--- src/shared/io_cell_pkg.sv ---
// Purpose: Constants and types for the programmable I/O cell logic.
// Assumes: APB register access, 32-bit data, one clock (pclk).
// Notes:   Offsets are byte addresses of aligned words.
package io_cell_pkg;

  // ************************************************************
  // Register map
  // ************************************************************
  localparam logic [7:0] OFS_CELL_CFG   = 8'h00;
  localparam logic [7:0] OFS_ELEM_CFG0  = 8'h04;
  localparam logic [7:0] OFS_ELEM_CFG1  = 8'h08;
  localparam logic [7:0] OFS_PAD_CFG    = 8'h0C;
  localparam logic [7:0] OFS_STATUS     = 8'h10;

  // ************************************************************
  // Cell configuration fields
  // ************************************************************
  localparam int CELL_SYNC_SR_BIT  = 0;
  localparam int CELL_DONE_BIT     = 1;
  localparam int CELL_IN_SEL_A_BIT = 2;
  localparam int CELL_IN_SEL_B_BIT = 3;
  localparam int CELL_DDR_BIT      = 4;  // 3 bits: input, output, tristate
  localparam int CELL_POL_BIT      = 8;  // 6 bits: clk_a, clk_b, ce, sr, rev, out_en_in

  // ************************************************************
  // Per-element fields, 8 bits per element
  // ************************************************************
  localparam int NUM_ELEMS      = 6;
  localparam int ELEM_FW        = 8;
  localparam int EF_LATCH       = 0;
  localparam int EF_SR_MODE     = 1;  // 2 bits
  localparam int EF_FORCES_HIGH = 3;
  localparam int EF_INIT_ONE    = 4;

  // Set/reset modes of one element
  localparam logic [1:0] SR_NONE = 2'h0;
  localparam logic [1:0] SR_SET  = 2'h1;
  localparam logic [1:0] SR_RST  = 2'h2;
  localparam logic [1:0] SR_BOTH = 2'h3;

  // ************************************************************
  // Pad configuration fields
  // ************************************************************
  localparam int PAD_PULLUP_BIT   = 0;
  localparam int PAD_PULLDN_BIT   = 1;
  localparam int PAD_KEEPER_BIT   = 2;
  localparam int PAD_STD_BIT      = 4;  // 4 bits
  localparam int PAD_DRIVE_BIT    = 8;  // 3 bits
  localparam int PAD_SLEW_BIT     = 11;

  // Signalling standards
  typedef enum logic [3:0] {
    STD_LVTTL     = 4'h0,
    STD_LVCMOS33  = 4'h1,
    STD_LVCMOS25  = 4'h2,
    STD_LVCMOS18  = 4'h3,
    STD_LVCMOS15  = 4'h4,
    STD_PCI       = 4'h5,
    STD_CI_LVCMOS = 4'h6,
    STD_HALF_CI   = 4'h7,
    STD_OTHER     = 4'h8
  } pad_std_t;

  // Drive codes 2,4,6,8,12,16,24 mA
  localparam logic [2:0] DRV_16MA = 3'h5;
  localparam logic [2:0] DRV_24MA = 3'h6;
  localparam logic [2:0] DRV_RESET = 3'h3;

  // Element indices
  localparam int E_IN_A  = 0;
  localparam int E_IN_B  = 1;
  localparam int E_OUT_A = 2;
  localparam int E_OUT_B = 3;
  localparam int E_TS_A  = 4;
  localparam int E_TS_B  = 5;

endpackage : io_cell_pkg

--- src/logic/io_cell_regs.sv ---
// Purpose: Storage and pad control of one programmable I/O cell, APB configured.
// Assumes: Fabric and pad inputs synchronous to pclk; clocks arrive as levels.
// Notes:   Pad is three signals; resistors are enable outputs only.
`timescale 1ns/1ps
`default_nettype none
// Operation
// - Six storage elements: two input, two output, two tristate.
// - Each element is a flip-flop or a transparent latch.
// - DDR uses two clocks on one edge, kept opposite by the clock source.
// - DDR paths carry two data alternately, one per clock edge.
// - Each element has its own set level and initial value.
// - One sync/async set-reset choice for the whole cell.
// - Every control input has its own selectable polarity.
// - Options none, sync set/reset/both, async preset/clear/both.
// - Sync set and reset together give reset.
// - Async preset and clear together give clear.
// - Pulls on every standard; keeper only LVTTL, LVCMOS, PCI.
// - Keeper holds last pad level when all drivers are off.
// - Pull-up or pull-down overrides the keeper.
// - Drive programmable to 24 mA; 1.8 V and 1.5 V capped at 16 mA.
// - Controlled-impedance standards have no drive or slew selection.
// - Before configuration done, the pad driver is off.
// - Before configuration done, pull-down and keeper are off.
// - Before configuration, swap pin low turns pull-ups on.
// - Input selection kept in two cells; output needs both to agree.
module io_cell_regs
  import io_cell_pkg::*;
(
  input  wire logic        pclk,
  input  wire logic        presetn,
  input  wire logic        psel,
  input  wire logic        penable,
  input  wire logic        pwrite,
  input  wire logic [7:0]  paddr,
  input  wire logic [31:0] pwdata,
  output logic [31:0]      prdata,
  output logic             pready,
  output logic             pslverr,
  input  wire logic        clk_a,
  input  wire logic        clk_b,
  input  wire logic        ce_in,
  input  wire logic        sr_in,
  input  wire logic        rev_in,
  input  wire logic        out_en_in,
  input  wire logic        out_a,
  input  wire logic        out_b,
  input  wire logic        ts_a,
  input  wire logic        ts_b,
  output logic             in_a,
  output logic             in_b,
  input  wire logic        preconfig_pullup_disable_pin,
  input  wire logic        pad_i,
  output logic             pad_o,
  output logic             pad_oe,
  output logic             pullup_en,
  output logic             pulldown_en,
  output logic             keeper_en,
  output logic             keeper_o,
  output logic [2:0]       drive_sel,
  output logic             slew_fast
);

  // ************************************************************
  // Register state
  // ************************************************************
  logic [31:0] cell_cfg_q, cell_cfg_d;
  logic [31:0] elem0_q, elem0_d;
  logic [31:0] elem1_q, elem1_d;
  logic [31:0] pad_cfg_q, pad_cfg_d;
  logic [31:0] rdata_q, rdata_d;
  logic        keep_q, keep_d;
  logic        clka_q, clka_d;
  logic        clkb_q, clkb_d;
  logic        done_q, done_d;

  logic [NUM_ELEMS*ELEM_FW-1:0] elem_cfg;
  logic [5:0]  pol;
  logic        ca, cb, ce_p, sr_p, rev_p, oen_p;
  logic        edge_a, edge_b;
  logic        sync_sr, ddr_in, ddr_out, ddr_ts;
  logic        input_only;
  logic [NUM_ELEMS-1:0] q;
  logic [NUM_ELEMS-1:0] dval;
  logic [NUM_ELEMS-1:0] edges;
  logic [NUM_ELEMS-1:0] gates;
  logic        out_sel, ts_sel;
  logic        wr, rd, mapped;
  pad_std_t    std;
  logic        keeper_ok, cap16, no_drive;
  logic [2:0]  drv_req;

  assign elem_cfg = {elem1_q[15:0], elem0_q};
  assign sync_sr  = cell_cfg_q[CELL_SYNC_SR_BIT];
  assign ddr_in   = cell_cfg_q[CELL_DDR_BIT];
  assign ddr_out  = cell_cfg_q[CELL_DDR_BIT+1];
  assign ddr_ts   = cell_cfg_q[CELL_DDR_BIT+2];
  assign pol      = cell_cfg_q[CELL_POL_BIT+5:CELL_POL_BIT];

  // ************************************************************
  // Control polarity; inversion folded into an XOR per input
  // ************************************************************
  assign ca    = clk_a ^ pol[0];
  assign cb    = clk_b ^ pol[1];
  assign ce_p  = ce_in ^ pol[2];
  assign sr_p  = sr_in ^ pol[3];
  assign rev_p = rev_in ^ pol[4];
  assign oen_p = out_en_in ^ pol[5];

  // Rising edges of the two phase clocks, sampled on pclk
  assign edge_a = ca && !clka_q;
  assign edge_b = cb && !clkb_q;

  // ************************************************************
  // Input selection held in two cells; either cell selects input, output needs both
  // ************************************************************
  assign input_only = cell_cfg_q[CELL_IN_SEL_A_BIT] || cell_cfg_q[CELL_IN_SEL_B_BIT];

  // ************************************************************
  // Per-element data and clocking; B elements use clk_b in DDR
  // ************************************************************
  assign dval = {ts_b, ts_a, out_b, out_a, pad_i, pad_i};

  always_comb
  begin
    edges = {ddr_ts ? edge_b : edge_a, edge_a,
             ddr_out ? edge_b : edge_a, edge_a,
             ddr_in ? edge_b : edge_a, edge_a};
    gates = {ddr_ts ? cb : ca, ca, ddr_out ? cb : ca, ca, ddr_in ? cb : ca, ca};
  end

  // Six elements, each with its own slice of configuration
  genvar gi;
  generate
    for (gi = 0; gi < NUM_ELEMS; gi = gi + 1)
    begin : g_elem
      io_storage_elem u_elem (
        .pclk        (pclk),
        .presetn     (presetn),
        .is_latch    (elem_cfg[gi*ELEM_FW+EF_LATCH]),
        .sr_mode     (elem_cfg[gi*ELEM_FW+EF_SR_MODE +: 2]),
        .forces_high (elem_cfg[gi*ELEM_FW+EF_FORCES_HIGH]),
        .init_one    (elem_cfg[gi*ELEM_FW+EF_INIT_ONE]),
        .sync_sr     (sync_sr),
        .load_init   (!done_q),
        .clk_edge    (edges[gi]),
        .gate_open   (gates[gi]),
        .ce          (ce_p),
        .set_in      (rev_p),
        .rst_in      (sr_p),
        .d           (dval[gi]),
        .q           (q[gi])
      );
    end
  endgenerate

  // ************************************************************
  // DDR output mux: selects the element clocked most recently
  // ************************************************************
  assign out_sel = ddr_out && !ca;
  assign ts_sel  = ddr_ts && !ca;

  // ************************************************************
  // Pad standard decode
  // ************************************************************
  always_comb
  begin
    std       = pad_std_t'(pad_cfg_q[PAD_STD_BIT +: 4]);
    keeper_ok = (std == STD_LVTTL) || (std == STD_LVCMOS33) || (std == STD_LVCMOS25) ||
                (std == STD_LVCMOS18) || (std == STD_LVCMOS15) || (std == STD_PCI);
    cap16     = (std == STD_LVCMOS18) || (std == STD_LVCMOS15);
    no_drive  = (std == STD_CI_LVCMOS) || (std == STD_HALF_CI);
    drv_req   = pad_cfg_q[PAD_DRIVE_BIT +: 3];
    if (drv_req > DRV_24MA)
    begin
      drv_req = DRV_24MA;
    end
    if (cap16 && drv_req > DRV_16MA)
    begin
      drv_req = DRV_16MA;
    end
  end

  // ************************************************************
  // APB slave: zero wait states, error on unmapped address
  // ************************************************************
  assign wr     = psel && penable && pwrite;
  assign rd     = psel && !penable && !pwrite;  // Setup cycle: data ready for the access edge
  assign mapped = (paddr == OFS_CELL_CFG) || (paddr == OFS_ELEM_CFG0) || (paddr == OFS_ELEM_CFG1) ||
                  (paddr == OFS_PAD_CFG) || (paddr == OFS_STATUS);

  always_comb
  begin
    cell_cfg_d = cell_cfg_q;
    elem0_d    = elem0_q;
    elem1_d    = elem1_q;
    pad_cfg_d  = pad_cfg_q;
    rdata_d    = rdata_q;
    clka_d     = ca;
    clkb_d     = cb;
    if (wr)
    begin
      case (paddr)
        OFS_CELL_CFG:  cell_cfg_d = {18'h00000, pwdata[13:0]};
        OFS_ELEM_CFG0: elem0_d    = pwdata;
        OFS_ELEM_CFG1: elem1_d    = {16'h0000, pwdata[15:0]};
        OFS_PAD_CFG:   pad_cfg_d  = {20'h00000, pwdata[11:0]};
        default:       ;
      endcase
    end
    if (rd)
    begin
      case (paddr)
        OFS_CELL_CFG:  rdata_d = cell_cfg_q;
        OFS_ELEM_CFG0: rdata_d = elem0_q;
        OFS_ELEM_CFG1: rdata_d = elem1_q;
        OFS_PAD_CFG:   rdata_d = pad_cfg_q;
        OFS_STATUS:    rdata_d = {24'h000000, keep_q, pad_i, q};
        default:       rdata_d = 32'h00000000;
      endcase
    end
    done_d = cell_cfg_d[CELL_DONE_BIT];
  end

  // ************************************************************
  // Keeper memory: follows the pad while anything drives it
  // ************************************************************
  always_comb
  begin
    keep_d = pad_i;
  end

  // ************************************************************
  // State registers
  // ************************************************************
  always_ff @(posedge pclk or negedge presetn)
  begin
    if (!presetn)
    begin
      cell_cfg_q <= 32'h00000000;
      elem0_q    <= 32'h00000000;
      elem1_q    <= 32'h00000000;
      pad_cfg_q  <= {20'h00000, 1'b0, DRV_RESET, 8'h00};
      rdata_q    <= 32'h00000000;
      keep_q     <= 1'b0;
      clka_q     <= 1'b0;
      clkb_q     <= 1'b0;
      done_q     <= 1'b0;
    end
    else
    begin
      cell_cfg_q <= cell_cfg_d;
      elem0_q    <= elem0_d;
      elem1_q    <= elem1_d;
      pad_cfg_q  <= pad_cfg_d;
      rdata_q    <= rdata_d;
      keep_q     <= keep_d;
      clka_q     <= clka_d;
      clkb_q     <= clkb_d;
      done_q     <= done_d;
    end
  end

  // Read data registered in the setup cycle, so no wait state is needed
  assign pready  = !psel || !penable || rd_ready();
  assign prdata  = rdata_q;
  // Error shown in the access phase itself, where the master samples it
  assign pslverr = !mapped && pready && psel && penable;

  function automatic logic rd_ready();
    rd_ready = 1'b1;
  endfunction : rd_ready

  // ************************************************************
  // Pad outputs
  // ************************************************************
  always_comb
  begin
    in_a        = q[E_IN_A];
    in_b        = ddr_in ? q[E_IN_B] : q[E_IN_A];
    pad_o       = out_sel ? q[E_OUT_B] : q[E_OUT_A];
    // Tristate element high means driver off; disabled until done
    pad_oe      = done_q && !input_only && oen_p &&
                  !(ts_sel ? q[E_TS_B] : q[E_TS_A]);
    pullup_en   = done_q ? pad_cfg_q[PAD_PULLUP_BIT] : !preconfig_pullup_disable_pin;
    pulldown_en = done_q && pad_cfg_q[PAD_PULLDN_BIT];
    keeper_en   = done_q && keeper_ok && pad_cfg_q[PAD_KEEPER_BIT] &&
                  !pullup_en && !pulldown_en;
    keeper_o    = keep_q;
    drive_sel   = no_drive ? DRV_RESET : drv_req;
    slew_fast   = !no_drive && pad_cfg_q[PAD_SLEW_BIT];
  end

endmodule : io_cell_regs
`default_nettype wire

--- src/logic/io_storage_elem.sv ---
// Purpose: One storage element of the I/O cell: flip-flop or latch with set/reset.
// Assumes: Controls already polarity-corrected; runs on pclk.
// Notes:   Latch mode is modelled as transparency sampled each pclk.
`timescale 1ns/1ps
`default_nettype none
module io_storage_elem
  import io_cell_pkg::*;
(
  input  wire logic       pclk,
  input  wire logic       presetn,
  input  wire logic       is_latch,
  input  wire logic [1:0] sr_mode,
  input  wire logic       forces_high,
  input  wire logic       init_one,
  input  wire logic       sync_sr,
  input  wire logic       load_init,
  input  wire logic       clk_edge,
  input  wire logic       gate_open,
  input  wire logic       ce,
  input  wire logic       set_in,
  input  wire logic       rst_in,
  input  wire logic       d,
  output logic            q
);

  logic q_q;
  logic q_d;
  logic set_ok;
  logic rst_ok;

  // ************************************************************
  // Next value
  // ************************************************************
  always_comb
  begin
    set_ok = set_in && (sr_mode == SR_SET || sr_mode == SR_BOTH);
    rst_ok = rst_in && (sr_mode == SR_RST || sr_mode == SR_BOTH);
    q_d    = q_q;
    if (load_init)
    begin
      q_d = init_one;
    end
    else if (!sync_sr && rst_ok)
    begin
      q_d = 1'b0;
    end
    else if (!sync_sr && set_ok)
    begin
      q_d = forces_high;
    end
    else if (is_latch ? gate_open : clk_edge)
    begin
      if (sync_sr && rst_ok)
      begin
        q_d = 1'b0;
      end
      else if (sync_sr && set_ok)
      begin
        q_d = forces_high;
      end
      else if (ce)
      begin
        q_d = d;
      end
    end
  end

  always_ff @(posedge pclk or negedge presetn)
  begin
    if (!presetn)
    begin
      q_q <= 1'b0;
    end
    else
    begin
      q_q <= q_d;
    end
  end

  assign q = q_q;

endmodule : io_storage_elem
`default_nettype wire

--- config.mk ---
export PLATFORM = sky130hd
export DESIGN_NAME = io_cell_regs
export DESIGN_NICKNAME = d
export VERILOG_FILES = /design/src/shared/io_cell_pkg.sv /design/src/logic/io_cell_regs.sv /design/src/logic/io_storage_elem.sv
export SDC_FILE = /design/constraint.sdc
export NUM_CORES = 1
export LEC_CHECK = 0
export ABC_CLOCK_PERIOD_IN_PS = 1920
export BUFFER_PORTS_ARGS = -buffer_cell sky130_fd_sc_hd__buf_2
export CORE_MARGIN = 1.5
export CORE_UTILIZATION = 45
export DETAILED_ROUTE_END_ITERATION = 10
export PLACE_DENSITY = 0.67
export SLEW_MARGIN = 30
export SYNTH_ARGS = -nofsm -noshare
export SYNTH_HDL_FRONTEND = slang
export SYNTH_SLANG_ARGS = --single-unit
--- constraint.sdc ---
create_clock -name pclk -period 1.92 [get_ports pclk]
set_input_delay 0.384 -clock pclk [delete_from_list [all_inputs] [get_ports pclk]]
set_output_delay 0.384 -clock pclk [all_outputs]
set_load 0.02 [all_outputs]
==> results of run 1 <==
state kept, by name (all words and copies together), names as in the netlist:
register,flops
cell_cfg_q,14
clka_q,1
clkb_q,1
elem0_q,32
elem1_q,16
g_elem.u_elem.q,6
keeper_o,1
pad_cfg_q,12
prdata,32
cells by family (layout without fill, tap and decap cells):
group                     Yosys count  in the layout  share of synthesized area (%)
muxes                             104            104                          23.68
AOI/OAI and AO/OA                  86             86                          10.82
DFF                               115            115                          52.56
buffers and inverters              29            186                          2.945
xor gates and xnor gates            6              6                         0.9589
and+or+nand+nor                    96             96                          8.972
other                               1              1                        0.06843
power by group:
| group | internal (uW) | switching (uW) | total [uW] | leakage, uW |
|---|---|---|---|---|
| Combinational | 165 | 233 | 398 | 0.00183 |
| Clock | 2240 | 1130 | 3370 | 0.000306 |
| Sequential | 2470 | 37.4 | 2500 | 0.00158 |
per-layer routing:
metal | part of all wire [%] | global-route usage [%] | wire (um) | vias up
met1 | 44 | 31.48 | 6445 | 2081
met4 | 1.5 | 8.500 | 221 | 0
met2 | 48 | 38.26 | 7061 | 134
li1 | - | - | - | 1892
met3 | 5.8 | 5.945 | 841 | 16
met5 | 0 | 0 | 0 | -
placed cells by master (no fill, tap or decap), types with 12 or more instances in the layout:
cell type / Yosys / routed
clkbuf_16: 0 / 17
dfrtp_1: 113 / 110
o21ai_0: 18 / 16
a22o_1: 16 / 16
nand2_1: 43 / 41
a21oi_1: 14 / 12
buf_4: 1 / 43
a22oi_1: 16 / 16
nor2_1: 20 / 18
mux2_2: 74 / 73
buf_2: 3 / 94
metrics by stage:
step	cells	utilization [%]
after CTS	738	59.70
after global placement	699	53.35
after global routing	741	60.05
after detailed placement	699	53.35
final	741	60.05
after floorplan	437	-
worst max-delay path, cell delays in order (launching register included):
cell and delay, ns:
dfrtp_1 0.41, xnor2_2 0.18, buf_4 0.17, nand2_4 0.05, mux2_4 0.30, buf_6 0.13
worst max path at each step:
stage | slack, ns | endpoint
CTS | -0.14 | pad_o
detailed placement | -0.34 | elem0_q[27]
global route | -0.20 | pad_o
global placement | -0.31 | elem0_q[24]
floorplan | -0.26 | elem1_q[10]
finish | -0.13 | pad_o
final cells by class:
| type | instances | area, um2 |
|---|---|---|
| Tap cell | 147 | 183.9 |
| Sequential cell | 115 | 2884 |
| Clock buffer | 19 | 452.9 |
| Clock inverter | 13 | 180.2 |
| Inverter | 7 | 30.03 |
| Fill cell | 950 | 4778 |
| Multi-Input combinational cell | 293 | 2504 |
| Timing Repair Buffer | 147 | 948.4 |
repair_timing:
action	CTS	global route
resized for setup	22	7
endpoints found under the setup margin	8	9
setup buffers	6	3
hold buffers	1	0
pin swaps	3	5
endpoints found under the hold margin	31	0
==> impl_metrics.yaml, run 1 <==
status:
  status: "finished, violations left"
  violations: "setup timing"
sta:
  rsz0062_at_grt: "true"
  finalMaxSlewViolations: 0
  setup_viol: 3
  fin_ws_ns: -0.1261
  clock_skew_ns: 0.007655
  period_share_pct: 106.6
  layout_min_cycle_time_ns: 2.046
  tns_ns: -0.2174
  hold_viol_final: 0
  worstMarginPinSlew_ns: 0.5039
  slew_headroom_pct: 66.15
  max_freq_mhz: 488.7
  holdWs_ns: 0.1974
placed_design:
  place_area_um2: 6381
  place.gp.congestion: 0.8784
  dp_worst_setup_slack_ns: -0.3413
  hpwl_um: 10460
  place.port_buffers: 101
pwr:
  ir_drop_mv: 0.4751
  finalPower_uw: 6269
  leakage_uw: 0.003711
  power.density_nw_per_um2: 872.7
drt:
  first_pass_iters: 5
  vias_per_cell: 5.564
  initialDrtViolationCount: 290
  drc_errors: 0
  vias: 4123
  routedWlPerCell_um: 19.66
  ant_nets: 0
  finalWirelength_um: 14570
synth:
  synth_cell_types: 44
  yosys_register_bits: 115
  syn_avg_cell_area_um2: 12.54
  synth.top_cell.area_share_pct: 51.60
  ys_async_sr_fraction_pct: 100.0
  post-synth-top-area-cell: "dfrtp_1"
  synthFlopType: "dfrtp_1"
  synthesis.nets: 494
  synth-seq-area-share_pct: 52.56
  postSynthCellCount: 437
  synth-edff-count: 0
  ys_warn_count: 0
  syn_area_um2: 5480
  synth.top_cells.by_count: "113 x dfrtp_1, 74 x mux2_2, 43 x nand2_1"
  synth_most_common_cell: "dfrtp_1"
  synth_area_leaders: "dfrtp_1 52%, mux2_2 15%, mux4_2 3.7%"
global_routing:
  grt_pass1_vias: 4242
  grt_pass1_wl_um: 22870
  track_usage_pct: 23.78
  grt_antenna_before_repair: 0
  grt_max_degree: 43
  grt-ovfl-total: 0
floorplanning:
  start_util_pct: 45.82
  dieArea_um2: 12850
  num_io_pins: 103
  coreArea_um2: 11960
  die_w_um: 113.4
  dieHeight_um: 113.4
  row_count: 40
finish:
  area_growth_pct: 31.07
  design_area_um2: 7183
  nets: 638
  antenna_cells: 0
  drive_gt1_share_pct: 49.83
clock_network:
  path_clk_slew_ns: 0.06
  tritoncts: "done"
  numCtsBuffers: 17
  clkSinkCount: 115
  clk_latency_ns: 0.41
  cts_root_buf: "clkbuf_16"
  ctsLongestPathBuffers: 2
  htree_levels: 4
worst_setup_path:
  rr_endpoint: "g_elem[0].u_elem.q"
  arrival_ns: 1.66
  reg2reg_depth: 6
  cp.required_ns: 1.54
  worst-path-max-fanout: 4
  startpoint: "cell_cfg_q[8]"
  r2r_slack_ns: 0.10
  worst-setup-path-type: "reg -> out"
  cp-start-kind: "flip-flop"
  end_kind: "output port"
  timing.rr.start: "cell_cfg_q[12]"
min_path:
  min-delay-start: "pad_i"
  min_path_type: "in -> reg"
  whs_path_depth: 1
  holdPathEnd: "keeper_o"
flow_run:
  cap_violations: 0
No activity file was read; power rests on OpenSTA's default activity.
==> run 2: changes to the inputs <==
- ABC_CLOCK_PERIOD_IN_PS: 1920 -> 2000
- CAP_MARGIN: not set -> 20
- clock period: 1.92 -> 2 ns (I/O delays scaled with it)
==> run 2 against run 1 <==
  * The flow still finishes with violations (setup timing)
  * Setup slack better by 0.060 ns
  * Global-route usage is 0.091 points higher
  * Die area stayed put
  * Largest power group unchanged
==> impl_metrics.yaml, run 2 (synthesis gave the netlist of run 1 again) <==
status:
  status: "finished, violations left"
  violations: "setup timing"
worst_setup_path:
  r2r_slack_ns: 0.11
  startpoint: "cell_cfg_q[8]"
  cp_top_family: "flip-flops"
  cpPeakStageDelay_ns: 0.40
  timing.rr.start: "cell_cfg_q[1]"
  reg2reg_depth: 6
  arrival_ns: 1.67
  end_kind: "output port"
  cp_num_cells: 5
  cp-start-kind: "flip-flop"
  rr_endpoint: "g_elem[1].u_elem.q"
  path_cells: "xnor2_2 > buf_4 > nand2_2 > mux2_4 > buf_6"
  critPathSlowestCell: "dfrtp_1"
  cp.required_ns: 1.60
  crit_buf_inv: 2
  crit_end: "pad_o"
  worst-path-max-fanout: 4
  worst-setup-path-type: "reg -> out"
clock_network:
  path_clk_slew_ns: 0.06
  cts_root_buf: "clkbuf_16"
  clkSinkCount: 115
  tritoncts: "done"
  numCtsBuffers: 17
  clk_latency_ns: 0.41
  htree_levels: 4
  ctsLongestPathBuffers: 2
sta:
  max_freq_mhz: 483.9
  fin_ws_ns: -0.06641
  period_share_pct: 103.3
  setup_viol: 3
  layout_min_cycle_time_ns: 2.066
  tns_ns: -0.1454
  slew_headroom_pct: 65.20
  worstMarginPinSlew_ns: 0.5220
  clock_skew_ns: 0.008674
  holdWs_ns: 0.2115
  finalMaxSlewViolations: 0
  hold_viol_final: 0
  rsz0062_at_grt: "true"
drt:
  vias: 4173
  finalWirelength_um: 14540
  drc_errors: 0
  first_pass_iters: 6
  ant_nets: 0
  routedWlPerCell_um: 19.68
  vias_per_cell: 5.647
  initialDrtViolationCount: 358
floorplanning:
  dieHeight_um: 113.4
  coreArea_um2: 11960
  row_count: 40
  dieArea_um2: 12850
  num_io_pins: 103
  die_w_um: 113.4
  start_util_pct: 45.82
global_routing:
  track_usage_pct: 23.88
  grt-busiest-layer: "met2"
  met3_usage_pct: 6.106
  grt_max_degree: 39
  grt_pass1_vias: 4233
  grtUsageMet1_pct: 32.96
  grt_antenna_before_repair: 0
  grt_use_met2_pct: 37.29
  grt-ovfl-total: 0
  grt_pass1_wl_um: 23000
placed_design:
  dp_worst_setup_slack_ns: -0.2770
  placed_cells: 697
  hpwl_um: 10310
  place.gp.congestion: 0.8631
  place.port_buffers: 101
pwr:
  power.density_nw_per_um2: 818.7
  ir_drop_mv: 0.4986
  leakage_uw: 0.003676
  finalPower_uw: 5843
finish:
  drive_gt1_share_pct: 50.00
  area_growth_pct: 30.23
  final_cell_mix: "111 x dfrtp_1, 95 x buf_2, 73 x mux2_2"
  layout_commonest_cell: "dfrtp_1"
  antenna_cells: 0
  nets: 636
  fin_cells: 739
flow_run:
  cap_violations: 0
min_path:
  min_path_type: "in -> reg"
## run 2: changes by cell type in the layout (fill, tap and decap cells not counted), moves of 2 or more
| cell | change |
|---|---|
| buf_4 | -3 |
| bufinv_16 | -2 |
| clkbuf_8 | +2 |
| clkinv_2 | -2 |
| clkinv_4 | +4 |
| inv_6 | -2 |
| nor2_1 | -2 |
| nor2_2 | +3 |
## run 2: worst min path at each step
| stage | start | end | slack, ns | depth (start not counted) |
|---|---|---|---|---|
| final | pad_i | keeper_o | 0.21 | 1 |
| after global placement | presetn | elem0_q[3] | 0.41 | 1 |
| after floorplan | presetn | cell_cfg_q[0] | 0.10 | 0 |
| after global routing | pad_i | keeper_o | 0.19 | 1 |
| after CTS | pad_i | keeper_o | 0.20 | 1 |
| after detailed placement | presetn | prdata[24] | 0.41 | 1 |
## run 2: layout make-up
type                    count  area [um2]
well taps                 147       183.9
inverters                   7       30.03
clock buffers              21       480.5
fillers                   953        4825
clock inverters            11       127.6
flip-flops and latches    115        2883
multi-input cells         293        2501
repair buffers            145       930.9
## run 2: through the flow
| step | area [um2] | util (%) |
|---|---|---|
| final | 7137 | 59.67 |
| after global placement | 6366 | 53.22 |
| after detailed placement | 6366 | 53.22 |
| after CTS | 7067 | 59.08 |
| after global routing | 7137 | 59.67 |
| after floorplan | 5493 | - |
## run 2: what timing repair did
item | 4_1_cts | 5_1_grt
gates resized for setup | 16 | 12
hold buffers | 1 | 0
buffers inserted | 5 | 4
pin swaps | 3 | 5
endpoints found under the setup margin | 5 | 7
endpoints found under the hold margin | 32 | 0
## run 2: worst register-to-register path: stages (launching register included)
cell,delay [ns]
dfrtp_1,0.38
clkinvlp_4,0.20
buf_4,0.21
a221oi_1,0.33
a221oi_1,0.14
nor2_1,0.16
mux2_2,0.35
## run 2: per-layer routing
layer / wire, um / vias up / part of all wire (%)
met5: 0 / - / 0
met4: 156 / 0 / 1.1
met3: 980 / 20 / 6.7
met2: 6937 / 168 / 48
met1: 6466 / 2099 / 44
li1: - / 1886 / -
## run 2: power by group
part           internal (uW)  switching [uW]  total, uW
Combinational            156             221        378
Clock                   1970            1100       3060
Sequential              2370            35.2       2400
